**config.mk**
```make
export PLATFORM = sky130hd
export DESIGN_NAME = wdt_top
export DESIGN_NICKNAME = d
export VERILOG_FILES = /design/src/rtl/wdt_pkg.sv /design/src/rtl/wdt_prescaler.sv /design/src/rtl/wdt_counter.sv /design/src/rtl/wdt_top.sv
export VERILOG_INCLUDE_DIRS = /design/src /design/src/rtl
export SDC_FILE = /design/constraint.sdc
export NUM_CORES = 1
export LEC_CHECK = 0
export ABC_CLOCK_PERIOD_IN_PS = 3900
export BUFFER_PORTS_ARGS = -buffer_cell sky130_fd_sc_hd__buf_2
export CAP_MARGIN = 0
export CORE_MARGIN = 5
export CORE_UTILIZATION = 40
export DETAILED_ROUTE_END_ITERATION = 8
export GPL_TIMING_DRIVEN = 0
export PLACE_DENSITY = 0.6
export SYNTH_ARGS = -nofsm -noshare
export SYNTH_HDL_FRONTEND = slang
export SYNTH_SLANG_ARGS = --single-unit
```
**constraint.sdc**
```tcl
create_clock -name clk_i -period 3.9 [get_ports clk_i]
set_input_delay 0.39 -clock clk_i [delete_from_list [all_inputs] [get_ports clk_i]]
set_output_delay 0.39 -clock clk_i [all_outputs]
set_load 0.02 [all_outputs]
```
**src/rtl/wdt_map.svh**
```systemverilog
`ifndef WDT_MAP_SVH
`define WDT_MAP_SVH

// register addresses
`define WDT_ADDR_CLKSEL     16'hFF42
`define WDT_ADDR_MODE       16'hFFF9
`define WDT_ADDR_IRQCTL     16'hFFE8

// reset values
`define WDT_CLKSEL_RST      8'h00
`define WDT_MODE_RST        8'h00
`define WDT_IRQCTL_RST      8'h06

// mode register fields
`define WDT_MODE_RUN_BIT    7
`define WDT_MODE_SEL_BIT    4
`define WDT_MODE_ACT_BIT    3

// irq control register fields
`define WDT_IRQ_REQ_BIT     0
`define WDT_IRQ_MASK_BIT    1
`define WDT_IRQ_PRIO_BIT    2

// count clock select field, bits 2:0 of the clock-select register
`define WDT_SEL_MSB         2
`define WDT_SEL_TOP         3'h7

// count clock exponents: divider is 2^(base + sel), one extra step for sel 7
`define WDT_WD_BASE_EXP     4'h3
`define WDT_IV_BASE_EXP     4'h4

// prescaler and counter widths
`define WDT_PRE_WIDTH       12
`define WDT_CNT_WIDTH       8

`endif

```
**src/rtl/wdt_pkg.sv**
```systemverilog
package wdt_pkg;

    typedef logic [7:0] wdt_byte_t;

    // all state of the top module
    typedef struct packed {
        wdt_byte_t clksel;
        logic      run;
        logic      modesel;
        logic      act;
        logic      irq_req;
        logic      irq_mask;
        logic      irq_prio;
        wdt_byte_t rdata;
        logic      nmi;
        logic      sysrst;
        logic      mirq;
        logic      prio;
    } wdt_state_s;

    // register bus request
    typedef struct packed {
        logic [15:0] addr;
        wdt_byte_t   wdata;
        logic        wr;
        logic        rd;
        logic        bit_wr;
        logic [2:0]  bit_idx;
        logic        bit_val;
    } wdt_bus_s;

    // standby and clock status from the cpu
    typedef struct packed {
        logic halt;
        logic stop;
        logic sub_clk;
    } wdt_cpu_s;

endpackage : wdt_pkg

```
**src/rtl/wdt_prescaler.sv**
```systemverilog
`timescale 1ns/1ps
`include "wdt_map.svh"

module wdt_prescaler #(
    parameter int WIDTH = `WDT_PRE_WIDTH
) (
    // clock and reset
    input  wire logic             clk_i,
    input  wire logic             sys_rst_i,
    // control
    input  wire logic             en_i,
    // tick k-1 pulses once every 2^k enabled cycles
    output logic [WIDTH-1:0]      tick_o
);

    typedef struct packed {
        logic [WIDTH-1:0] cnt;
    } wdt_pre_state_s;

    wdt_pre_state_s state_ff;
    wdt_pre_state_s nxt_state;

    // never cleared by a restart, so the first period may come short
    always_comb begin
        nxt_state = state_ff;
        if (en_i) begin
            nxt_state.cnt = state_ff.cnt + {{(WIDTH-1){1'b0}}, 1'b1};
        end
    end

    always_ff @(posedge clk_i) begin
        if (sys_rst_i) begin
            state_ff <= '0;
        end else begin
            state_ff <= nxt_state;
        end
    end

    for (genvar k = 0; k < WIDTH; k++) begin : g_tick
        assign tick_o[k] = en_i & (&state_ff.cnt[k:0]);
    end

endmodule : wdt_prescaler

```
**src/rtl/wdt_counter.sv**
```systemverilog
`timescale 1ns/1ps
`include "wdt_map.svh"

module wdt_counter #(
    parameter int WIDTH = `WDT_CNT_WIDTH
) (
    // clock and reset
    input  wire logic             clk_i,
    input  wire logic             sys_rst_i,
    // control
    input  wire logic             clr_i,
    input  wire logic             tick_i,
    // status
    output logic [WIDTH-1:0]      cnt_o,
    output logic                  ovf_o
);

    typedef struct packed {
        logic [WIDTH-1:0] cnt;
    } wdt_cnt_state_s;

    wdt_cnt_state_s state_ff;
    wdt_cnt_state_s nxt_state;

    // clear beats a coincident tick so a restart never overflows at once
    always_comb begin
        nxt_state = state_ff;
        if (clr_i) begin
            nxt_state.cnt = '0;
        end else if (tick_i) begin
            nxt_state.cnt = state_ff.cnt + {{(WIDTH-1){1'b0}}, 1'b1};
        end
    end

    always_ff @(posedge clk_i) begin
        if (sys_rst_i) begin
            state_ff <= '0;
        end else begin
            state_ff <= nxt_state;
        end
    end

    assign cnt_o = state_ff.cnt;
    assign ovf_o = tick_i & ~clr_i & (&state_ff.cnt);

endmodule : wdt_counter

```
**src/rtl/wdt_top.sv**
```systemverilog
// Summary of operation
// - watchdog overflow after 2^11..2^17, 2^19 clocks per select code
// - interval overflow after 2^12..2^18, 2^20 clocks per select code
// - counter clocked by fx/2^3..2^9, 2^11 watchdog, fx/2^4..2^10, 2^12 interval
// - clock-select register at FF42, resets to 00, byte writes only
// - reset clears mode register; it takes bit and byte writes
// - writing 1 to mode bit 7 clears counter and starts counting
// - start bit cannot be cleared by software; only reset clears it
// - mode bit 4 picks watchdog when 1, interval timer when 0
// - mode and action bits set-only; watchdog mode holds until reset
// - watchdog overflow without restart gives reset or nmi per bit 3
// - interval overflow sets the maskable request, counting goes on
// - mask and priority flags govern interval request; default masked, low priority
// - watchdog enabled with request flag set raises nmi regardless
// - first period after restart may be short; prescaler not cleared
// - counting runs in halt standby, stops in stop standby
// - counting halts while the cpu runs from the subsystem clock
//
// The strobed register port was chosen for this implementation.
`timescale 1ns/1ps
`include "wdt_map.svh"

module wdt_top #(
    parameter int PRE_WIDTH = `WDT_PRE_WIDTH,
    parameter int CNT_WIDTH = `WDT_CNT_WIDTH
) (
    // clock and reset
    input  wire logic        clk_i,
    input  wire logic        sys_rst_i,
    // register bus
    input  wire logic [15:0] bus_addr_i,
    input  wire logic [7:0]  bus_wdata_i,
    input  wire logic        bus_wr_i,
    input  wire logic        bus_rd_i,
    input  wire logic        bus_bit_wr_i,
    input  wire logic [2:0]  bus_bit_idx_i,
    input  wire logic        bus_bit_val_i,
    output logic [7:0]       bus_rdata_o,
    // cpu status
    input  wire logic        halt_mode_i,
    input  wire logic        stop_mode_i,
    input  wire logic        sub_clk_sel_i,
    // events
    output logic             sys_reset_req_o,
    output logic             nmi_req_o,
    output logic             maskable_irq_o,
    output logic             irq_priority_low_o,
    output logic             counting_o
);

    wdt_pkg::wdt_state_s state_ff;
    wdt_pkg::wdt_state_s nxt_state;
    wdt_pkg::wdt_bus_s   bus;
    wdt_pkg::wdt_cpu_s   cpu;

    logic [PRE_WIDTH-1:0] tick_vec;
    logic [CNT_WIDTH-1:0] cnt;
    logic                 ovf;
    logic                 count_en;
    logic                 restart;
    logic [3:0]           div_exp;
    logic                 sel_tick;
    logic [2:0]           sel;
    logic                 hit_clksel;
    logic                 hit_mode;
    logic                 hit_irqctl;
    logic [7:0]           wr_mask;
    logic [7:0]           wr_val;

    assign bus = '{addr: bus_addr_i, wdata: bus_wdata_i, wr: bus_wr_i, rd: bus_rd_i,
                   bit_wr: bus_bit_wr_i, bit_idx: bus_bit_idx_i, bit_val: bus_bit_val_i};
    assign cpu = '{halt: halt_mode_i, stop: stop_mode_i, sub_clk: sub_clk_sel_i};

    assign hit_clksel = (bus.addr == `WDT_ADDR_CLKSEL);
    assign hit_mode   = (bus.addr == `WDT_ADDR_MODE);
    assign hit_irqctl = (bus.addr == `WDT_ADDR_IRQCTL);

    // byte write and bit write reduced to one mask and value
    always_comb begin
        wr_mask = 8'h00;
        wr_val  = 8'h00;
        if (bus.wr) begin
            wr_mask = 8'hFF;
            wr_val  = bus.wdata;
        end else if (bus.bit_wr) begin
            wr_mask = 8'h01 << bus.bit_idx;
            wr_val  = {7'h00, bus.bit_val} << bus.bit_idx;
        end
    end

    assign restart = hit_mode & wr_mask[`WDT_MODE_RUN_BIT] & wr_val[`WDT_MODE_RUN_BIT];

    // halt keeps counting; stop and subsystem clock freeze prescaler and counter
    assign count_en = state_ff.run & ~cpu.stop & ~cpu.sub_clk;

    // count clock exponent; code 7 skips one power of two
    assign sel = state_ff.clksel[`WDT_SEL_MSB:0];
    always_comb begin
        div_exp = (state_ff.modesel ? `WDT_WD_BASE_EXP : `WDT_IV_BASE_EXP) + {1'b0, sel};
        if (sel == `WDT_SEL_TOP) begin
            div_exp = div_exp + 4'h1;
        end
    end
    assign sel_tick = tick_vec[div_exp - 4'h1];

    wdt_prescaler #(
        .WIDTH (PRE_WIDTH)
    ) u_prescaler (
        .clk_i     (clk_i),
        .sys_rst_i (sys_rst_i),
        .en_i      (count_en),
        .tick_o    (tick_vec)
    );

    wdt_counter #(
        .WIDTH (CNT_WIDTH)
    ) u_counter (
        .clk_i     (clk_i),
        .sys_rst_i (sys_rst_i),
        .clr_i     (restart),
        .tick_i    (sel_tick),
        .cnt_o     (cnt),
        .ovf_o     (ovf)
    );

    always_comb begin
        nxt_state        = state_ff;
        nxt_state.rdata  = 8'h00;
        nxt_state.nmi    = 1'b0;
        nxt_state.sysrst = 1'b0;

        // whole-byte writes only; bit writes to this register are dropped
        if (hit_clksel && bus.wr) begin
            nxt_state.clksel = bus.wdata;
        end

        // set-only bits, a written 0 is ignored
        if (hit_mode) begin
            nxt_state.run     = state_ff.run | (wr_mask[`WDT_MODE_RUN_BIT] &
                                                wr_val[`WDT_MODE_RUN_BIT]);
            nxt_state.modesel = state_ff.modesel | (wr_mask[`WDT_MODE_SEL_BIT] &
                                                    wr_val[`WDT_MODE_SEL_BIT]);
            nxt_state.act     = state_ff.act | (wr_mask[`WDT_MODE_ACT_BIT] &
                                                wr_val[`WDT_MODE_ACT_BIT]);
        end

        if (hit_irqctl) begin
            if (wr_mask[`WDT_IRQ_REQ_BIT]) begin
                nxt_state.irq_req = wr_val[`WDT_IRQ_REQ_BIT];
            end
            if (wr_mask[`WDT_IRQ_MASK_BIT]) begin
                nxt_state.irq_mask = wr_val[`WDT_IRQ_MASK_BIT];
            end
            if (wr_mask[`WDT_IRQ_PRIO_BIT]) begin
                nxt_state.irq_prio = wr_val[`WDT_IRQ_PRIO_BIT];
            end
        end

        // overflow handling, applied after software so a set beats a clear
        if (ovf) begin
            if (state_ff.modesel) begin
                if (state_ff.act) begin
                    nxt_state.sysrst = 1'b1;
                end else begin
                    nxt_state.nmi = 1'b1;
                end
            end else begin
                nxt_state.irq_req = 1'b1;
            end
        end

        // entering watchdog mode with a pending request fires the nmi
        if (!state_ff.modesel && nxt_state.modesel && state_ff.irq_req) begin
            nxt_state.nmi = 1'b1;
        end

        // request only reaches the cpu in interval mode, gated by the mask
        nxt_state.mirq = nxt_state.irq_req & ~nxt_state.irq_mask & ~nxt_state.modesel;
        nxt_state.prio = nxt_state.irq_prio;

        if (bus.rd) begin
            if (hit_clksel) begin
                nxt_state.rdata = state_ff.clksel;
            end else if (hit_mode) begin
                nxt_state.rdata = {state_ff.run, 2'b00, state_ff.modesel, state_ff.act, 3'b000};
            end else if (hit_irqctl) begin
                nxt_state.rdata = {5'h00, state_ff.irq_prio, state_ff.irq_mask,
                                   state_ff.irq_req};
            end
        end
    end

    always_ff @(posedge clk_i) begin
        if (sys_rst_i) begin
            state_ff          <= '0;
            state_ff.clksel   <= `WDT_CLKSEL_RST;
            state_ff.run      <= 1'(`WDT_MODE_RST >> `WDT_MODE_RUN_BIT);
            state_ff.modesel  <= 1'(`WDT_MODE_RST >> `WDT_MODE_SEL_BIT);
            state_ff.act      <= 1'(`WDT_MODE_RST >> `WDT_MODE_ACT_BIT);
            state_ff.irq_req  <= 1'(`WDT_IRQCTL_RST >> `WDT_IRQ_REQ_BIT);
            state_ff.irq_mask <= 1'(`WDT_IRQCTL_RST >> `WDT_IRQ_MASK_BIT);
            state_ff.irq_prio <= 1'(`WDT_IRQCTL_RST >> `WDT_IRQ_PRIO_BIT);
            state_ff.prio     <= 1'(`WDT_IRQCTL_RST >> `WDT_IRQ_PRIO_BIT);
        end else begin
            state_ff <= nxt_state;
        end
    end

    assign bus_rdata_o        = state_ff.rdata;
    assign sys_reset_req_o    = state_ff.sysrst;
    assign nmi_req_o          = state_ff.nmi;
    assign maskable_irq_o     = state_ff.mirq;
    assign irq_priority_low_o = state_ff.prio;
    assign counting_o         = state_ff.run;
endmodule : wdt_top

```
==> impl_metrics.csv <==
group,metric,value,unit
floorplanning,pin_count,49,
synth,avgSynthCellArea,8.581,sq um
sta,rsz0062_at_grt,"no",
setup_path,critPathLaunchType,"register",
sta,finalSetupViolCount,0,
sta,clock.fmax,0.2751,GHz
cts,cts_sinks,45,
cells_and_area,area_delta_synth_final,17.96,%
cts,cts.path.max_buffers,2,
setup_path,cp_data_required_time,4.14,ns
cts,cts_root_buffer,"clkbuf_8",
cts,cts_made_buffers,5,
synth,ys_types,55,
setup_path,crit_type,"reg -> reg",
floorplanning,rows,28,
setup_path,reg2reg_from,"state_ff[16]$_SDFF_PP0_",
synth,synth_ff_type,"dfxtp_1",
sta,skew,0.01118,ns
cts,clock_latency,0.30,ns
cts,clk_pin_slew,0.10,ns
worst_hold_path,hold_start,"bus_wdata_i[6]",
synth,yosysWarnings,0,
routing,wl_per_cell,13.33,um
floorplanning,dieArea,7875,sq um
cells_and_area,fillers,591,
place,dp_hpwl,4297,um
cells_and_area,nets,390,
routing,postRouteAntennaNets,0,
routing,drtIter0Drc,112,
sta,min_period,3.635,ns
sta,hold_viol,0,
cells_and_area,num_antenna_cells,0,
power_and_ir_drop,ir_worst_vdd,0.0001700,V
setup_path,startpoint,"state_ff[16]$_SDFF_PP0_",
synth,yosysMostFrequentCell,"dfxtp_1",
setup_path,end_kind,"register",
synth,synthesis.instances,289,
sta,period_share,0.9321,
synth,synth_top_area_frac,0.3633,
global_route,antenna_found_initial,0,
worst_hold_path,hold_class,"in -> reg",
sta,whs,0.3086,ns
routing,drt_wl_total,5584,um
synth,synth_edf_count,0,
global_route,grt_pass1_wl,9453,um
job,drv_cap,0,
place,io_buffer_count,46,
synth,async_reset_ff_frac,0,
power_and_ir_drop,total_leakage_power,1.226,nW
outcome,status,"finished, final reports clean",
synth,synth_area_leaders,"dfxtp_1 (36%), ha_1 (5.0%), mux2i_1 (4.8%)",
global_route,grt.overflow.total,0,
global_route,grt_max_degree,17,
synth,ys_seq_area_frac,0.3633,
global_route,groute.usage.overall,0.1505,
synth,synth-seq-cells,45,
routing,avgViaCountPerCell,5.243,
floorplanning,die_w,88.74,um
cts,htreeDepth,2,
power_and_ir_drop,cellPowerDensity,274.4,nW/um^2
sta,worst_pin_slew,0.8235,ns
synth,yosysTopAreaCell,"dfxtp_1",
setup_path,critPathArrivalTime,3.87,ns
floorplanning,die_h,88.74,um
place,place_congestion,0.7696,
routing,dr.pass1.iters,6,
cts,cts_tree,"built",
setup_path,cp_max_fo,10,
setup_path,r2r_slack,0.26,ns
floorplanning,initial_core_util,0.4140,
floorplanning,design.core.area,5991,sq um
global_route,grt_pass1_vias,2089,
cells_and_area,drive_above_1_share,0.2297,
sta,relSlewSlack,0.4468,
sta,slew_violations,0,
synth,synth_common_cells,"dfxtp_1 (45), nand2_1 (30), nor2_1 (29)",
cells_and_area,utilization,0.4883,
routing,drc_errors,0,
routing,via_count,2197,
synth,syn_nets,336,
cts,ctsHoldBuffers,0,
synth,syn_area,2480,sq um
[final cells by class]
class | count | area [sq um] | area share
Clock buffer | 5 | 68.82 | 0.02352
Buffer | 16 | 97.59 | 0.03336
Timing Repair Buffer | 47 | 237.7 | 0.08127
Inverter | 10 | 37.54 | 0.01283
Tap cell | 75 | 93.84 | 0.03208
Clock inverter | 3 | 25.02 | 0.008554
Sequential cell | 45 | 902.1 | 0.3084
Multi-Input combinational cell | 218 | 1463 | 0.5000
[timing repair]
action | 4_1_cts | 5_1_grt
setup endpoints to repair | 2 | 12
pin swaps | 0 | 1
hold endpoints to repair | 0 | 0
resized for setup | 1 | 3
setup buffers | 0 | 1
[critical path, stage by stage, from the launching register on]
cell     delay [ns]
dfxtp_2        0.46
ha_1           0.22
fa_1           0.49
ha_1           0.34
mux2i_1        0.16
ha_1           0.30
nor4_2         0.33
o21ai_0        0.15
o211a_1        0.19
o32a_2         0.42
or3_1          0.36
a21oi_1        0.13
[cells in the final DEF, fill, tap and decap left out, types with 8 or more instances in the layout]
cell type / instances
o21ai_0: 9
buf_2: 46
inv_1: 10
nand3_1: 13
a21oi_1: 20
mux2i_1: 12
buf_4: 9
nor2_1: 29
nand2_1: 30
nor3_1: 8
dfxtp_1: 44
ha_1: 10
[layer usage]
layer  part of all wire  track usage  wire length (um)  vias to the layer above
met4              0.011      0.03984                62                        0
met2               0.46       0.2578              2564                       43
li1                   -            -                 -                     1134
met3              0.039      0.03352               220                        7
met1               0.49       0.1901              2736                     1013
met5                  0            0                 0                        -
[worst paths after layout]
check                                    end  cells past startpoint
max          u_counter.cnt_o[5]$_SDFFE_PP0P_                     11
min                state_ff[24]$_SDFFE_PP0P_                      3
max reg2reg  u_counter.cnt_o[5]$_SDFFE_PP0P_                     11
min reg2reg        bus_rdata_o[5]$_SDFF_PP0_                      1
[where the power goes]
group	internal (mW)	switching, mW	total [mW]
clock	0.130	0.174	0.304
combinational	0.0174	0.0227	0.0401
sequential	0.459	0.00000207	0.459
[state kept, by name, indices dropped and copies added, names as in the netlist]
| name | flops |
|---|---|
| sys_reset_req_o | 1 |
| nmi_req_o | 1 |
| bus_rdata_o | 8 |
| counting_o | 1 |
| maskable_irq_o | 1 |
| irq_priority_low_o | 1 |
| u_prescaler.state_ff | 12 |
| u_counter.cnt_o | 8 |
| state_ff | 9 |
| sel | 3 |
[cell families (layout without fill, tap and decap cells)]
kind of cell,Yosys count,after routing,share of synthesized area
AO/OA/AOI/OAI,56,56,0.1625
flip-flops,45,45,0.3633
buffers and inverters,26,81,0.05449
adder cells (fa/ha/maj),11,11,0.05853
AND/OR/NAND/NOR,125,125,0.2603
multiplexers,12,12,0.04844
XOR/XNOR,14,14,0.05247
[stage by stage]
stage	instances	worst slack, ns	TNS (ns)	total power, mW	area, sq um
6_report	419	0.2647	0	0.8028	2925
3_5_place_dp	410	-0.1063	-0.1063	0.5097	2804
5_1_grt	419	0.02599	0	0.8355	2925
3_3_place_gp	410	-0.07756	-0.07756	0.5090	2804
4_1_cts	418	0.04219	0	0.8108	2909
2_1_floorplan	289	0.4875	0	0.4845	2480
No activity file was read; power rests on OpenSTA's default activity.
